==> src/pkg/tbpd_pkg.sv <==
// Overview of operation
// - every character resolves to a row and a column of a four by sixteen glyph matrix.
// - each glyph comes from one four by eight field, figures on the left half, letters right.
// - code bit 7 spacing picks the figures field and marking picks the letters field.
// - the field is stored state and shifts only when bit 7 asks for the other field.
// - the row index comes from code bits 4 and 5 alone.
// - code bit 3 picks the left or the right group of four columns inside the field.
// - code bits 1 and 2 pick one column of the group chosen by bit 3.
// - bits 5,4 give rows: both spacing top, 5 only second, 4 only third, both bottom.
// - a common row signal marks whenever bit 4 or bit 5 marks.
// - once the code is latched the function cycle starts before the positioning cycle.
// - positioning runs once per character and then returns to idle until retriggered.
// - the resolved row is held locked for a short time after the row search stops.
// - decoded bits stay latched while the next character is accepted at the input.
// - bits 2,1: both spacing first column, 1 only second, 2 only third, both fourth.
// - bit 3 marking places the glyph in the left half of the field, spacing the right.
`default_nettype none
package tbpd_pkg;
  localparam int CODE_W = 7;
  localparam int ROW_W = 2;
  localparam int COL_W = 4;
  localparam int BIT1 = 0;
  localparam int BIT2 = 1;
  localparam int BIT3 = 2;
  localparam int BIT4 = 3;
  localparam int BIT5 = 4;
  localparam int BIT7 = 6;
  localparam logic [6:0] CODE_RST = 7'h00;
  localparam logic FIELD_FIGS = 1'b0;
  localparam logic FIELD_LTRS = 1'b1;
  localparam logic FIELD_RST = FIELD_LTRS;
  localparam logic [1:0] ROW_TOP = 2'h0;
  localparam logic [1:0] ROW_SECOND = 2'h1;
  localparam logic [1:0] ROW_THIRD = 2'h2;
  localparam logic [1:0] ROW_BOTTOM = 2'h3;
  // lock time in ns and derived cycles at 10 MHz
  localparam int CLK_NS = 100;
  localparam int LOCK_NS = 200;
  localparam int LOCK_CYC = (LOCK_NS + CLK_NS - 1) / CLK_NS;
  localparam logic [1:0] LOCK_CYC_W = 2'(LOCK_CYC);
  typedef enum logic [2:0] {
    TBPD_IDLE = 3'h0,
    TBPD_FUNC = 3'h1,
    TBPD_POS = 3'h3,
    TBPD_LOCK = 3'h2
  } tbpd_state_t;
endpackage : tbpd_pkg
`default_nettype wire

==> src/design/tbpd_decoder.sv <==
`default_nettype none
module tbpd_decoder (
  input wire logic CLK_I,
  input wire logic RESETN_I,
  input wire logic CODE_VALID_I,
  input wire logic [6:0] CODE_I,
  output logic READY_O,
  output logic FUNC_START_O,
  output logic POS_START_O,
  output logic ROW_LOCK_O,
  output logic SHIFT_O,
  output logic FIELD_O,
  output logic [1:0] ROW_O,
  output logic [3:0] COL_O,
  output logic POS_VALID_O
);
  tbpd_pkg::tbpd_state_t state;
  tbpd_pkg::tbpd_state_t next_state;
  logic [6:0] code;
  logic [6:0] pending;
  logic pending_full;
  logic field;
  logic common_row;
  logic [1:0] row;
  logic [1:0] col_in_group;
  logic [3:0] col;
  logic [1:0] lock_cnt;
  logic take;
  localparam logic [1:0] LOCK_LAST = tbpd_pkg::LOCK_CYC_W - 2'h1;

  // a character can wait while the previous one is positioned
  assign READY_O = !pending_full;
  assign take = (state == tbpd_pkg::TBPD_IDLE) && pending_full;

  always_ff @(posedge CLK_I) begin
    if (!RESETN_I) begin
      pending <= tbpd_pkg::CODE_RST;
      pending_full <= 1'b0;
    end else if (CODE_VALID_I && !pending_full) begin
      pending <= CODE_I;
      pending_full <= 1'b1;
    end else if (take) begin
      pending_full <= 1'b0;
    end
  end

  tbpd_latch u_latch (
    .CLK_I(CLK_I),
    .RESETN_I(RESETN_I),
    .load_i(take),
    .code_i(pending),
    .code_o(code)
  );

  always_comb begin
    next_state = state;
    case (state)
      tbpd_pkg::TBPD_IDLE: begin
        if (take) begin
          next_state = tbpd_pkg::TBPD_FUNC;
        end
      end
      tbpd_pkg::TBPD_FUNC: begin
        next_state = tbpd_pkg::TBPD_POS;
      end
      tbpd_pkg::TBPD_POS: begin
        next_state = tbpd_pkg::TBPD_LOCK;
      end
      tbpd_pkg::TBPD_LOCK: begin
        if (lock_cnt == LOCK_LAST) begin
          next_state = tbpd_pkg::TBPD_IDLE;
        end
      end
      default: begin
        next_state = tbpd_pkg::TBPD_IDLE;
      end
    endcase
  end

  always_ff @(posedge CLK_I) begin
    if (!RESETN_I) begin
      state <= tbpd_pkg::TBPD_IDLE;
    end else begin
      state <= next_state;
    end
  end

  always_ff @(posedge CLK_I) begin
    if (!RESETN_I) begin
      lock_cnt <= 2'h0;
    end else if (state == tbpd_pkg::TBPD_LOCK) begin
      lock_cnt <= lock_cnt + 2'h1;
    end else begin
      lock_cnt <= 2'h0;
    end
  end

  // common bar marks for either row bit; it alone settles the top row
  assign common_row = code[tbpd_pkg::BIT4] | code[tbpd_pkg::BIT5];

  always_comb begin
    if (!common_row) begin
      row = tbpd_pkg::ROW_TOP;
    end else if (code[tbpd_pkg::BIT5] && !code[tbpd_pkg::BIT4]) begin
      row = tbpd_pkg::ROW_SECOND;
    end else if (code[tbpd_pkg::BIT4] && !code[tbpd_pkg::BIT5]) begin
      row = tbpd_pkg::ROW_THIRD;
    end else begin
      row = tbpd_pkg::ROW_BOTTOM;
    end
  end

  // bit 1 marking alone is second column, bit 2 alone third
  assign col_in_group = {code[tbpd_pkg::BIT2], code[tbpd_pkg::BIT1]};
  // column = field half, then group (bit 3 marking is the left group), then column
  assign col = {field, !code[tbpd_pkg::BIT3], col_in_group};

  // field shifts during the function cycle only on a request for the other field
  always_ff @(posedge CLK_I) begin
    if (!RESETN_I) begin
      field <= tbpd_pkg::FIELD_RST;
    end else if (state == tbpd_pkg::TBPD_FUNC && code[tbpd_pkg::BIT7] != field) begin
      field <= code[tbpd_pkg::BIT7];
    end
  end

  always_ff @(posedge CLK_I) begin
    if (!RESETN_I) begin
      SHIFT_O <= 1'b0;
    end else begin
      SHIFT_O <= (state == tbpd_pkg::TBPD_FUNC) && (code[tbpd_pkg::BIT7] != field);
    end
  end

  always_ff @(posedge CLK_I) begin
    if (!RESETN_I) begin
      FUNC_START_O <= 1'b0;
      POS_START_O <= 1'b0;
      ROW_LOCK_O <= 1'b0;
    end else begin
      FUNC_START_O <= take;
      POS_START_O <= (state == tbpd_pkg::TBPD_FUNC);
      ROW_LOCK_O <= (next_state == tbpd_pkg::TBPD_LOCK);
    end
  end

  // registered result, valid from end of positioning until the next start
  always_ff @(posedge CLK_I) begin
    if (!RESETN_I) begin
      FIELD_O <= tbpd_pkg::FIELD_RST;
      ROW_O <= tbpd_pkg::ROW_TOP;
      COL_O <= 4'h0;
      POS_VALID_O <= 1'b0;
    end else if (state == tbpd_pkg::TBPD_POS) begin
      FIELD_O <= field;
      ROW_O <= row;
      COL_O <= col;
      POS_VALID_O <= 1'b1;
    end else if (take) begin
      POS_VALID_O <= 1'b0;
    end
  end
endmodule : tbpd_decoder
`default_nettype wire

==> src/design/tbpd_latch.sv <==
`default_nettype none
// holds the decoded code set; a new set is only taken on load
module tbpd_latch (
  input wire logic CLK_I,
  input wire logic RESETN_I,
  input wire logic load_i,
  input wire logic [6:0] code_i,
  output logic [6:0] code_o
);
  always_ff @(posedge CLK_I) begin
    if (!RESETN_I) begin
      code_o <= tbpd_pkg::CODE_RST;
    end else if (load_i) begin
      code_o <= code_i;
    end
  end
endmodule : tbpd_latch
`default_nettype wire

==> config.mk <==
export PLATFORM = sky130hd
export DESIGN_NAME = tbpd_decoder
export DESIGN_NICKNAME = d
export VERILOG_FILES = /design/src/pkg/tbpd_pkg.sv /design/src/design/tbpd_decoder.sv /design/src/design/tbpd_latch.sv
export SDC_FILE = /design/constraint.sdc
export NUM_CORES = 1
export LEC_CHECK = 0
export BUFFER_PORTS_ARGS = -buffer_cell sky130_fd_sc_hd__buf_2
export CAP_MARGIN = 0
export CORE_UTILIZATION = 40
export CTS_BUF_LIST = sky130_fd_sc_hd__clkbuf_4 sky130_fd_sc_hd__clkbuf_8
export DETAILED_ROUTE_END_ITERATION = 10
export PLACE_DENSITY = 0.67
export SKIP_CTS_REPAIR_TIMING = 1
export SLEW_MARGIN = 40
export SYNTH_ARGS = -nofsm -noshare
export SYNTH_HDL_FRONTEND = slang
export SYNTH_HIERARCHICAL = 1
export SYNTH_SLANG_ARGS = --single-unit
export TNS_END_PERCENT = 10
==> constraint.sdc <==
create_clock -name CLK_I -period 1.2 [get_ports CLK_I]
set_input_delay 0.12 -clock CLK_I [delete_from_list [all_inputs] [get_ports CLK_I]]
set_output_delay 0.12 -clock CLK_I [all_outputs]
set_load 0.03 [all_outputs]
# Word-level counts from Yosys, hierarchy flattened
# Index checks and enable logic that the tools add are counted.
# word_totals
reg_bits	33
in_bits	10
# classes
n_bitwise	1
eq_ne	6
addsub	1
reduce_logical	13
muxes	9
# ops
cell	n
3-bit one-hot mux with 4 select lines	1
3-bit by 2-bit equality test with 1-bit output, second input constant	3
3-bit 2-to-1 mux	2
1-bit logical AND	5
1-bit logical NOT	4
1-bit 2-to-1 mux	4
2-bit 2-to-1 mux	2
2-bit nonzero test	2
3-bit by 1-bit equality test with 1-bit output, second input constant	1
3-bit logical NOT	1
2-bit by 1-bit adder with 2-bit output, second input constant	1
2-bit by 1-bit equality test with 1-bit output, second input constant	1
2-bit AND reduction	1
1-bit inequality test	1
1-bit OR	1

# Longest topological paths before layout
# depth
ltp_word	5
ltp_mapped	5
mapped_depth_nobuf	4

# Modules after synthesis
# Netlist, hierarchy kept.
# modules_own_cells
module	cells_each	n_inst	area_each_um2	seq_area_each_um2
tbpd_decoder	96	1	967.2	520.5
tbpd_latch	22	1	265.3	140.1

# Worst setup path before layout
# Ideal clock, no wire load.
# synth_timing
path_kind	reg2reg
from	register pending_full
to	register u_latch.code_o[0]
t_required_ns	1.084
stages_incl_launch_ff	6
n_path_buf	1
slack_ns	-0.113
synth_period_minus_slack_ns	1.313
arrival_ns	1.197
setup_time_ns	0.116
cell_sequence	dfxtp_1 > inv_2 > nor4_4 > buf_6 > mux2i_1 > nor2b_1
# synth_between
elab_chain_cells	1
# synth_lines
item	line_no	source
start: declaration	tbpd_decoder.sv:21	logic pending_full;
start signal: assignment	tbpd_decoder.sv:38	pending_full <= 1'b0;
start signal: assignment	tbpd_decoder.sv:41	pending_full <= 1'b1;
start signal: assignment	tbpd_decoder.sv:43	pending_full <= 1'b0;
1-bit logical AND	tbpd_decoder.sv:33	assign take = (state == tbpd_pkg::TBPD_IDLE) && pending_full;
net take	tbpd_decoder.sv:28	logic take;
end signal: assignment	tbpd_latch.sv:12	code_o <= tbpd_pkg::CODE_RST;
end signal: assignment	tbpd_latch.sv:14	code_o <= code_i;
end: declaration	tbpd_latch.sv:8	output logic [6:0] code_o
# The timed path passes the listed nets, and every way through them passes these cells.
# A chain may end at the register's enable or synchronous reset.

# Worst setup path after layout
# layout_timing
from	register state[2]
to	register u_latch.code_o[1]
# layout_between
elab_chain_cells	2
# layout_lines
item	line_no	source
start: declaration	tbpd_decoder.sv:17	tbpd_pkg::tbpd_state_t state;
start signal: assignment	tbpd_decoder.sv:82	state <= tbpd_pkg::TBPD_IDLE;
start signal: assignment	tbpd_decoder.sv:84	state <= next_state;
3-bit logical NOT	tbpd_decoder.sv:33	
1-bit logical AND	tbpd_decoder.sv:33	
net take	tbpd_decoder.sv:28	
# The timed path passes the listed nets, and every way through them passes these cells.

==> summary by stage <==
Clock network
The CTS tree is built. The clock-pin slew on the worst setup and hold paths is approximately 0.09 ns. The clock drives 31 sinks.

The CTS root buffer is clkbuf_4. In this run the deepest clock path goes through 2 buffers. Clock tree synthesis inserted a total of 5 buffers. The later pin in the worst-skew pair is clocked with a latency of ~0.32 ns.

The CTS H-tree depth is 2.

Cells and area
The net count reported at finish is around 150. The fraction of final layout cells with drive strength greater than 1 is 0.329. The number of antenna repair diodes is 0. From synthesis to final layout, the design area changed by 22.1%. Fill cells in the final layout number 271. The utilization of the core after routing is 0.514.

Power and ir drop
Total power for the finished layout comes to between 1500 and 2000 uW. VDD sags by at most roughly 1.1 mV. The total leakage power is slightly below 0.0006 uW. Power spread over the standard cell area amounts to between 1000 and 1500 nW/um^2.

Hold path
For hold timing, the worst endpoint is pending_full$_SDFFE_PN0P_. The worst hold path depth is 3. The type of the worst min-delay path is in -> reg. In this run the most critical hold path is launched from CODE_VALID_I.

Logic synthesis
The cell count after synthesis is roughly 110. The mapped netlist covers between 1000 and 1500 um^2. The number of nets produced by synthesis is between 100 and 150. In this run the mean area of a mapped cell was around 10 um^2.

Yosys printed 6 warnings.

Worst setup path
The longest individual stage delay on the worst path is around 0.37 ns. The slowest cell on the critical path is dfxtp_4. In this run the critical register-to-register path is captured at u_latch/code_o[1]$_SDFFE_PN0P_. The worst path required time is about 1.4 ns. At the worst endpoint, the arrival time is around 1.5 ns. The capturing element type of the critical path is a flip-flop.

The startpoint type of the worst setup path is a flip-flop. The critical path buffer and inverter count is 1. For flop-to-flop paths, the worst setup slack is -0.03 ns. In this run the critical register-to-register path is launched from state[2]$_SDFF_PN0_.

The critical path start-end classification is reg -> reg. The cell depth of the worst flop-to-flop path is 4. The top fanout value on the critical path is 8.

Traced cell by cell, the critical path runs through nor4_4 > buf_6 > mux2i_1 > nor2b_1. The largest delay contributor family on the critical path is flip-flops.

STA
The hold violation count in the final report is 0. The max-slew violation count is 0. Setup repair after global routing could not meet its margin everywhere. The achievable frequency is 814 MHz. Setup violations remaining at the end of the flow were counted as 3. The minimum period implied by the final worst setup slack is 1.23 ns. The final period utilization is 1.02. The clock skew after layout is 0.00221 ns.

After layout, the worst setup slack is -0.0291 ns.

Routing
The average wire length per cell after detail routing is between 10 and 15 um. For this block, the via count after detailed routing is between 800 and 900. Wires add up to approximately 1900 um.

In this run, the number of DRC markers left after iteration 0 of detailed routing was 9. The number of nets with antenna violations after detailed routing is 0. After detailed routing, the number of remaining DRC violations is 0. The detailed-routing iteration count for the pre-antenna-repair pass is 4. The post-detailed-route via-to-cell ratio is roughly 4.8.

Run status
The final reports fail on negative setup slack. The flow ran to the end, but the final reports show violations.

Placement
The weighted congestion reported at the end of routability-driven placement is 0.725. The number of buffers inserted by port buffering is 21. The total half-perimeter wirelength after legalization and detailed placement is 1350 um.

Floorplan
The horizontal die dimension is around 56 um. The die height is between 50 and 60 um. During I/O placement, the number of pins put on the boundary was 23. The placement row count is 19. The area of the die is approximately 3100 um^2. The area of the core is approximately 2800 um^2. The initial utilization of the core area, before any placement, comes to 0.421.

Global route
The pin count of the biggest net entering global routing is 21. The number of antenna violations at the first check in global routing came to 0. The via count of the first global-routing pass came to 779. The first global-routing pass estimated roughly 3500 um of wire. Across every metal layer, demand over resource in global routing totals 0.148. The global route total overflow is 0.

Flow run
The max-cap violation count is 0.
[routing by layer]
layer  wire length [um]  up-vias  global-route usage
met1                881      379               0.180
met3                115        7              0.0628
li1                   -      430                   -
met4                 38        0              0.0627
met5                  0        -                   0
met2                900       19               0.229
[power by group]
part	switching [uW]	internal (uW)	leakage [uW]
Clock	340	367	0.0000420
Combinational	75.9	79.5	0.000286
Sequential	19.5	1060	0.000253
Total	435	1500	0.000581
[state kept, by name (all words and copies together) (netlist names), 2 cells and up]
name and flops:
COL_O 4, u_latch/code_o 6, lock_cnt 2, state 3
ROW_O 2, pending 6
[worst reg2reg max path, delay by kind of cell, from the launching register on]
| family | cells | cell delay [ns] |
|---|---|---|
| DFF | 1 | 0.37 |
| and+or+nand+nor | 2 | 0.36 |
| muxes | 1 | 0.21 |
| buffers and inverters | 1 | 0.19 |
[layout by cell type (no fill, tap or decap), drive strengths merged, types with 4 or more instances in the layout]
master  count
buf        30
clkbuf      8
dfxtp      31
inv         4
mux2i      13
nand2       8
nand3       6
nor2b      14
nor3        4
o21ai       8
[stage by stage]
stage / instance area, um^2 / hold slack (ns) / instances / setup WS (ns) / TNS (ns)
detailed placement: 1320 / 0.379 / 165 / -0.0468 / -0.242
global route: 1420 / 0.0505 / 174 / -0.0901 / -0.389
global placement: 1320 / 0.375 / 165 / -0.0111 / -0.0529
CTS: 1390 / 0.0377 / 173 / -0.0757 / -0.333
floorplan: 1170 / 0.248 / 112 / -0.0435 / -0.261
finish: 1420 / 0.0488 / 174 / -0.0291 / -0.0510
[how the worst max path moves through the flow]
stage,from,to,slack (ns),depth (start not counted)
5_1_grt,state[2]$_SDFF_PN0_,u_latch/code_o[4]$_SDFFE_PN0P_,-0.09,4
3_5_place_dp,pending_full$_SDFFE_PN0P_,u_latch/code_o[2]$_SDFFE_PN0P_,-0.05,5
3_3_place_gp,pending_full$_SDFFE_PN0P_,u_latch/code_o[2]$_SDFFE_PN0P_,-0.01,5
4_1_cts,pending_full$_SDFFE_PN0P_,u_latch/code_o[1]$_SDFFE_PN0P_,-0.08,5
6_report,state[2]$_SDFF_PN0_,u_latch/code_o[1]$_SDFFE_PN0P_,-0.03,4
2_1_floorplan,state[0]$_SDFF_PN0_,u_latch/code_o[0]$_SDFFE_PN0P_,-0.04,5
[area by class of cell]
class	instances	area, um^2	share of cell area
Sequential cell	31	627	0.443
Multi-Input combinational cell	70	480	0.339
Timing Repair Buffer	30	180	0.127
Clock buffer	8	72.6	0.0512
Tap cell	31	38.8	0.0274
Inverter	4	17.5	0.0124
No activity file was read; power rests on OpenSTA's default activity.
